## config.mk

```make
export PLATFORM = sky130hd
export DESIGN_NAME = btbs_sequencer
export DESIGN_NICKNAME = d
export VERILOG_FILES = /design/src/logic/btbs_way_select.v /design/src/logic/btbs_sequencer.v
export VERILOG_INCLUDE_DIRS = /design/src /design/src/logic
export SDC_FILE = /design/constraint.sdc
export NUM_CORES = 2
export LEC_CHECK = 0
export ABC_CLOCK_PERIOD_IN_PS = 19330
export BUFFER_PORTS_ARGS = -buffer_cell sky130_fd_sc_hd__buf_4
export CORE_MARGIN = 4
export CORE_UTILIZATION = 45
export CTS_CLUSTER_DIAMETER = 30
export CTS_CLUSTER_SIZE = 24
export DETAILED_ROUTE_END_ITERATION = 10
export PLACE_DENSITY = 0.58
export SLEW_MARGIN = 10
export SYNTH_ARGS = -nofsm -noshare
export SYNTH_HDL_FRONTEND = slang
export SYNTH_SLANG_ARGS = --single-unit
```

## constraint.sdc

```tcl
create_clock -name clk_i -period 19.33 [get_ports clk_i]
set_input_delay 0.9665 -clock clk_i [delete_from_list [all_inputs] [get_ports clk_i]]
set_output_delay 0.9665 -clock clk_i [all_outputs]
set_load 0.01 [all_outputs]
```

## src/logic/btbs_defs.vh

```
// Constants shared by the branch target cache sequencer design.
`ifndef BTBS_DEFS_VH
`define BTBS_DEFS_VH
// ----------------------------------------------------------------------
// Geometry
// ----------------------------------------------------------------------
`define BTBS_ENTRIES 32
`define BTBS_WAYS 4
`define BTBS_SETS 8
`define BTBS_SET_W 3
`define BTBS_ADDR_W 32
`define BTBS_TAG_W 27
`define BTBS_TAG_LSB 5
`define BTBS_SET_LSB 2
`define BTBS_SET_MSB 4
`define BTBS_LRU_W 8
`define BTBS_LRU_RST 8'he4
// ----------------------------------------------------------------------
// Prediction options carried by a branch
// ----------------------------------------------------------------------
`define BTBS_OPT_NONE 2'h0
`define BTBS_OPT_PREDICT 2'h1
`define BTBS_OPT_NO_PREDICT 2'h2
// ----------------------------------------------------------------------
// Pipeline
// ----------------------------------------------------------------------
`define BTBS_DEPTH_SHORT 8
`define BTBS_DEPTH_LONG 10
`define BTBS_DEPTH_MAX 10
`define BTBS_WORD_STEP 32'h0000_0004
`define BTBS_RESET_PC 32'h0000_0000
`endif

```

## src/logic/btbs_way_select.v

```verilog
// LRU age tracking and victim choice for one set of the branch target cache.
`timescale 1ns/10ps
`default_nettype none
`include "btbs_defs.vh"

module btbs_way_select (
  input wire [`BTBS_LRU_W-1:0] ages_i,
  input wire [1:0] touch_way_i,
  output reg [`BTBS_LRU_W-1:0] ages_o,
  output reg [1:0] victim_o
);

  // ----------------------------------------------------------------------
  // Age update
  // ----------------------------------------------------------------------
  // Each way holds a two-bit age; 3 is most recent. The touched way becomes 3
  // and every way younger than its old age moves down one, so ages stay unique.
  integer k;
  reg [1:0] old_age;
  reg [1:0] a;
  always @* begin
    old_age = ages_i[touch_way_i*2 +: 2];
    ages_o = ages_i;
    victim_o = 2'h0;
    for (k = 0; k < `BTBS_WAYS; k = k + 1) begin
      a = ages_i[k*2 +: 2];
      if (a == 2'h0) begin
        victim_o = k[1:0];
      end
      if (k[1:0] == touch_way_i) begin
        ages_o[k*2 +: 2] = 2'h3;
      end else if (a > old_age) begin
        ages_o[k*2 +: 2] = a - 2'h1;
      end
    end
  end

endmodule
`default_nettype wire

```

## src/logic/btbs_sequencer.v

```verilog
// Program sequencer fetch steering with a 4-way branch target cache.
`timescale 1ns/10ps
`default_nettype none
`include "btbs_defs.vh"

// Operation
// Branch target cache holds 32 entries as 8 sets of four ways.
// Record resolved branch targets so later fetches redirect early.
// Lookup and update happen only when enabled and the branch is predicted.
// No option means predicted; explicit options force predicted or not.
// Not-predicted branches never change cache contents, taken or not.
// Fully interlocked pipeline of 8 or 10 stages, stalling on hazards.
// Sequential fetch costs nothing; only non-sequential flow disrupts fetch.
// No instruction cache; one fetch and two data accesses share a cycle.
// LRU victim on allocation; flush and refetch on a mispredicted target.
module btbs_sequencer #(
  parameter LONG_PIPE = 0
) (
  input wire clk_i,
  input wire resetn_i,
  input wire cache_enable_i,
  input wire hazard_i,
  input wire fetch_ready_i,
  input wire [`BTBS_ADDR_W-1:0] fetch_pc_i,
  input wire fetch_is_branch_i,
  input wire [1:0] fetch_option_i,
  input wire resolve_valid_i,
  input wire [`BTBS_ADDR_W-1:0] resolve_pc_i,
  input wire [1:0] resolve_option_i,
  input wire resolve_taken_i,
  input wire [`BTBS_ADDR_W-1:0] resolve_target_i,
  input wire resolve_was_redirected_i,
  input wire [`BTBS_ADDR_W-1:0] resolve_pred_target_i,
  input wire nonseq_valid_i,
  input wire [`BTBS_ADDR_W-1:0] nonseq_target_i,
  output reg [`BTBS_ADDR_W-1:0] next_fetch_pc_o,
  output reg fetch_valid_o,
  output reg flush_o,
  output reg stall_o,
  output reg early_redirect_o,
  output reg [`BTBS_ADDR_W-1:0] pred_target_o,
  output reg data_port_a_en_o,
  output reg data_port_b_en_o,
  output wire [3:0] pipe_depth_o
);

  // ----------------------------------------------------------------------
  // Cache storage
  // ----------------------------------------------------------------------
  // Arrays are flat: entry index is set*4+way. Size comes from 32 entries.
  reg [`BTBS_TAG_W-1:0] tag_r [0:`BTBS_ENTRIES-1];
  reg [`BTBS_ADDR_W-1:0] tgt_r [0:`BTBS_ENTRIES-1];
  reg [`BTBS_ENTRIES-1:0] vld_r;
  reg [`BTBS_LRU_W-1:0] lru_r [0:`BTBS_SETS-1];
  reg [`BTBS_DEPTH_MAX-1:0] pipe_r;
  reg [`BTBS_ADDR_W-1:0] pc_r;

  // Depth constants are held at the port's width so the select does not truncate.
  localparam [3:0] DEPTH_SHORT = `BTBS_DEPTH_SHORT;
  localparam [3:0] DEPTH_LONG = `BTBS_DEPTH_LONG;
  assign pipe_depth_o = LONG_PIPE ? DEPTH_LONG : DEPTH_SHORT;

  // Absent option means predicted; only an explicit no-predict disables it.
  wire fetch_pred = (fetch_option_i != `BTBS_OPT_NO_PREDICT);
  wire res_pred = (resolve_option_i != `BTBS_OPT_NO_PREDICT);

  wire [`BTBS_SET_W-1:0] f_set = fetch_pc_i[`BTBS_SET_MSB:`BTBS_SET_LSB];
  wire [`BTBS_TAG_W-1:0] f_tag = fetch_pc_i[`BTBS_ADDR_W-1:`BTBS_TAG_LSB];
  wire [`BTBS_SET_W-1:0] r_set = resolve_pc_i[`BTBS_SET_MSB:`BTBS_SET_LSB];
  wire [`BTBS_TAG_W-1:0] r_tag = resolve_pc_i[`BTBS_ADDR_W-1:`BTBS_TAG_LSB];

  // ----------------------------------------------------------------------
  // Parallel way compare
  // ----------------------------------------------------------------------
  wire [`BTBS_WAYS-1:0] f_hit;
  wire [`BTBS_WAYS-1:0] r_hit;
  genvar g;
  generate
    for (g = 0; g < `BTBS_WAYS; g = g + 1) begin : g_way
      // A sized copy of the way number, since a genvar cannot be part-selected.
      localparam [1:0] WAY = g;
      assign f_hit[g] = vld_r[{f_set, WAY}] && (tag_r[{f_set, WAY}] == f_tag);
      assign r_hit[g] = vld_r[{r_set, WAY}] && (tag_r[{r_set, WAY}] == r_tag);
    end
  endgenerate

  reg [1:0] f_way;
  reg [1:0] r_way;
  integer i;
  always @* begin
    f_way = 2'h0;
    r_way = 2'h0;
    for (i = 0; i < `BTBS_WAYS; i = i + 1) begin
      if (f_hit[i]) begin
        f_way = i[1:0];
      end
      if (r_hit[i]) begin
        r_way = i[1:0];
      end
    end
  end

  // Consult only for an enabled cache and a predicted branch.
  wire lookup_hit = cache_enable_i && fetch_is_branch_i && fetch_pred && (|f_hit);

  // ----------------------------------------------------------------------
  // Update decision
  // ----------------------------------------------------------------------
  // A not-predicted branch writes nothing, so loop code marked that way keeps
  // its entries; the cost is no early redirect for that branch.
  wire upd = resolve_valid_i && cache_enable_i && res_pred;
  wire r_any = |r_hit;
  wire mispredict = resolve_valid_i &&
    ((resolve_taken_i && (!resolve_was_redirected_i ||
      (resolve_pred_target_i != resolve_target_i))) ||
     (!resolve_taken_i && resolve_was_redirected_i));

  wire [1:0] victim;
  wire [`BTBS_LRU_W-1:0] r_ages_nxt;
  wire [1:0] touch = r_any ? r_way : victim;
  btbs_way_select u_way_select (
    .ages_i(lru_r[r_set]),
    .touch_way_i(touch),
    .ages_o(r_ages_nxt),
    .victim_o(victim)
  );

  // ----------------------------------------------------------------------
  // Cache write
  // ----------------------------------------------------------------------
  // Taken branches allocate or refresh; a hit that fell through is dropped so
  // the next pass does not redirect wrongly.
  integer j;
  always @(posedge clk_i) begin
    if (!resetn_i) begin
      vld_r <= {`BTBS_ENTRIES{1'b0}};
      for (j = 0; j < `BTBS_SETS; j = j + 1) begin
        lru_r[j] <= `BTBS_LRU_RST;
      end
    end else if (upd) begin
      if (resolve_taken_i) begin
        tag_r[{r_set, touch}] <= r_tag;
        tgt_r[{r_set, touch}] <= resolve_target_i;
        vld_r[{r_set, touch}] <= 1'b1;
        lru_r[r_set] <= r_ages_nxt;
      end else if (r_any) begin
        vld_r[{r_set, r_way}] <= 1'b0;
      end
    end
  end

  // ----------------------------------------------------------------------
  // Fetch steering
  // ----------------------------------------------------------------------
  // Priority: mispredict flush, then other non-sequential flow, then early
  // redirect, then the plain next word, which never inserts a bubble.
  always @* begin
    next_fetch_pc_o = pc_r + `BTBS_WORD_STEP;
    flush_o = 1'b0;
    early_redirect_o = 1'b0;
    pred_target_o = tgt_r[{f_set, f_way}];
    if (mispredict) begin
      flush_o = 1'b1;
      next_fetch_pc_o = resolve_taken_i ? resolve_target_i
                                        : resolve_pc_i + `BTBS_WORD_STEP;
    end else if (nonseq_valid_i) begin
      flush_o = 1'b1;
      next_fetch_pc_o = nonseq_target_i;
    end else if (lookup_hit) begin
      early_redirect_o = 1'b1;
      next_fetch_pc_o = tgt_r[{f_set, f_way}];
    end
  end

  // ----------------------------------------------------------------------
  // Interlock and pipeline occupancy
  // ----------------------------------------------------------------------
  // Hazards or a busy fetch port freeze the PC instead of needing software
  // delay slots, though a flush still loads it. Fetch and both data ports run together with no cache,
  // except that a flush during a stall makes fetch valid while both data ports stay off.
  always @* begin
    stall_o = hazard_i || !fetch_ready_i;
    fetch_valid_o = !stall_o || flush_o;
    data_port_a_en_o = !stall_o;
    data_port_b_en_o = !stall_o;
  end

  always @(posedge clk_i) begin
    if (!resetn_i) begin
      pc_r <= `BTBS_RESET_PC;
      pipe_r <= {`BTBS_DEPTH_MAX{1'b0}};
    end else if (flush_o) begin
      pc_r <= next_fetch_pc_o;
      pipe_r <= {`BTBS_DEPTH_MAX{1'b0}};
    end else if (!stall_o) begin
      pc_r <= next_fetch_pc_o;
      pipe_r <= {pipe_r[`BTBS_DEPTH_MAX-2:0], 1'b1};
    end
  end

endmodule
`default_nettype wire

```

==> results.yml <==
floorplanning:
  fp.dieArea_sq_um: 211000
  ioPinCount: 248
  dieWidth_um: 459
  core.rowCount: 165
  die_h_um: 459
  initial_core_util_pct: 45.3
  core_sq_um: 202000
layout:
  fin_nets: 6911
  post-route-util_pct: 55.1
  areaGrowthSynthToFinish_pct: 21.7
  final_layout_size_suffix_gt1_share_pct: 23.5
synth:
  yosys.area_share.simple_pct: 6.54
  synth_compound_area_share_pct: 10.0
  syn_avg_cell_area_sq_um: 14.5
  synth_top_area_share_pct: 64.0
  syn_inst: 6299
  synth_area_leaders: "edfxtp_1, mux2i_1, mux4_2, mux2_2, nand2_1"
  synth_top_cell_by_area: "edfxtp_1"
  synth_fa_ha_area_share_pct: 0.178
  synthXorXnorAreaFrac_pct: 2.36
  ys_async_sr_fraction_pct: 0
  ys_seq_area_share_pct: 65.4
  synth.area.mux_share_pct: 12.9
  ys_warn_count: 0
  yosysUniqueCellTypes: 94
  synth_top_flop_cell: "edfxtp_1"
  synth_seq_cells: 2016
  synth_edf_count: 1952
  synth_top_family_by_area: "multiplexers"
  netlist_area_sq_um: 91600
cts:
  clockBufferDepth: 4
  cts_buffers: 442
  postCtsSetupBuffers: 0
  hold_buffers: 0
  ctsHtreeMaxLevel: 5
  insertion_delay_ps: 990
  numClockSinks: 2016
  clk_pin_slew_ps: 50
  ctsResizeCount: 0
  cts_tree: "built"
  cts_root_buf: "clkbuf_16"
place:
  gp_congestion: 0.966
  dp_hpwl_mm: 209
  port-buffer-count: 241
  pre_cts_ws_ps: 9120
sta:
  relSlewSlack_pct: 17.0
  slew_viol_final: 0
  clock_skew_ps: 80.4
  setup_ws_ps: 8760
  fmax_mhz: 94.6
  rsz0062_at_grt: "no"
  worstMarginPinSlew_ps: 1240
  setup_tns_ps: 0
  fin_crit_ps: 10570
  hold_violations: 0
  period_share_pct: 54.7
  setup-violations-final: 0
drt:
  drcViolationCount: 0
  drt-pass1-iter-count: 8
  dr_total_vias: 64659
  wl_mm: 358
  drtIter0Drc: 9050
  viasPerCell: 6.62
  wl_per_cell_um: 36.7
  drtAntennaViolNets: 0
worst_setup_path:
  end_kind: "output pin"
  worst_setup_path_start_kind: "input port"
  crit_required_ps: 18360
  path_delay_family: "buffers and inverters"
  crit_top_cell: "buf_4"
  path_cells: "buf_8 > buf_4 > buf_4 > buf_4 > nand2b_1 > buf_4 > o22ai_1 > o21ai_0 > nand4_1 > or4_1 > or4_4 > buf_4 > buf_12 > mux2i_1 > a21oi_1 > o22ai_1 > a221oi_1 > nor2b_1 > a21oi_1 > nand2b_1 > buf_4"
  arrival_ps: 9600
  cp_max_fo: 116
  slowest_delay_ps: 870
  slowest_stage: "a221oi_1"
  cp_num_buf_inv: 8
  path_class: "in2out"
power_and_ir_drop:
  peakVddDrop_mv: 0.129
  leakage_uw: 0.0389
  totalPowerFinal_uw: 13100
  powerDensity_nw_per_um2: 118
hold_path:
  hp-class: "in2reg"
global_routing:
  grt_pass1_vias: 63107
  gr-total-overflow: 0
  grtUsageTotal_pct: 33.1
  grt_max_degree: 117
  grt_pass1_wl_mm: 491
  antenna_found_initial: 21
status:
  status: "complete, no violations"
flow_run:
  maxCapViolCount: 0
==> synthesized netlist by cell type, drive strengths merged (11+ instances only) <==
cell / instances
edfxtp: 1952
a311oi: 16
nand2: 498
a21boi: 12
nor2: 291
xor2: 109
clkbuf: 242
nand3: 103
o211ai: 52
nand4: 70
mux2: 272
o22ai: 125
nor2b: 27
a21o: 15
o21ai: 260
nand2b: 15
o21a: 23
a221o: 36
a211oi: 69
mux2i: 437
o221ai: 32
inv: 50
a32oi: 17
and3b: 12
o2bb2ai: 11
o31ai: 13
buf: 208
or4: 12
a211o: 29
or3: 27
ha: 13
xnor2: 138
and3: 26
a31oi: 30
mux4: 194
nor3: 77
and2: 25
nor4: 63
a221oi: 136
dfxtp: 64
a22o: 29
a22oi: 117
a21oi: 226
==> registers in the layout, indices dropped and copies added (netlist names) <==
| register | flops |
|---|---|
| pc_r | 32 |
| vld_r | 32 |
| tgt_r | 1024 |
| lru_r | 64 |
| tag_r | 864 |
==> per-stage QoR <==
stage               instance area, sq um  instances  hold WS, ps
floorplan                          91600       6301          439
global placement                   96600       8952          448
CTS                               111000       9753          297
detailed placement                 96600       8952          463
finish                            111000       9764          341
global route                      111000       9755          308
==> routing by layer <==
layer / track usage [%] / part of all wire (%) / vias up / routed length [um]
met5: 0 / 0.026 / - / 93
met4: 18.8 / 6.5 / 12 / 23500
met3: 7.91 / 11 / 1100 / 38500
li1: - / - / 26091 / -
met1: 42.0 / 37 / 33141 / 131000
met2: 52.4 / 46 / 4315 / 165000
==> cells by family after synthesis <==
| group | Yosys count |
|---|---|
| AO/OA/AOI/OAI | 1329 |
| other | 2 |
| XOR/XNOR | 247 |
| multiplexers | 903 |
| AND/OR/NAND/NOR | 1284 |
| flip-flops | 2016 |
| adder cells (fa/ha/maj) | 13 |
| buffers and inverters | 505 |
==> path summary, 6_finish.rpt <==
check / from / to / slack, ps / cells after the start
min reg2reg: pc_r[1] / pc_r[1] / 470 / 2
min: resolve_pc_i[31] / tag_r[20][26] / 340 / 1
max reg2reg: tag_r[26][4] / pc_r[13] / 12990 / 13
max: fetch_pc_i[3] / next_fetch_pc_o[16] / 8760 / 21
==> power breakdown <==
part           internal (uW)  total (uW)  switching [uW]
Clock                   5110        7500            2390
Combinational            253         815             562
Sequential              4820        4830            10.7
Total                  10200       13100            2960
==> cells in the final DEF, fill, tap and decap left out, types with 39 or more instances in the layout <==
cell type	n
edfxtp_1	1952
nand2_1	495
clkbuf_16	446
mux2i_1	437
buf_4	418
mux2_2	252
nor2_1	250
o21ai_0	245
a21oi_1	223
mux4_2	194
xnor2_1	138
a221oi_1	136
o22ai_1	125
a22oi_1	117
xor2_1	109
nand3_1	103
clkinv_1	86
nor3_1	75
nand4_1	70
a211oi_1	69
bufinv_16	69
dfxtp_1	64
clkinv_2	63
nor4_1	54
o211ai_1	50
clkbuf_1	48
inv_1	46
clkinvlp_4	39
==> cell type report <==
cell class | count | area (sq um)
Fill cell | 16331 | 90900
Sequential cell | 2016 | 59900
Multi-Input combinational cell | 3780 | 29800
Clock buffer | 497 | 11400
Clock inverter | 304 | 3490
Tap cell | 2672 | 3340
Timing Repair Buffer | 429 | 3330
Inverter | 55 | 213
Antenna cell | 11 | 27.5
No activity file was read; power rests on OpenSTA's default activity.
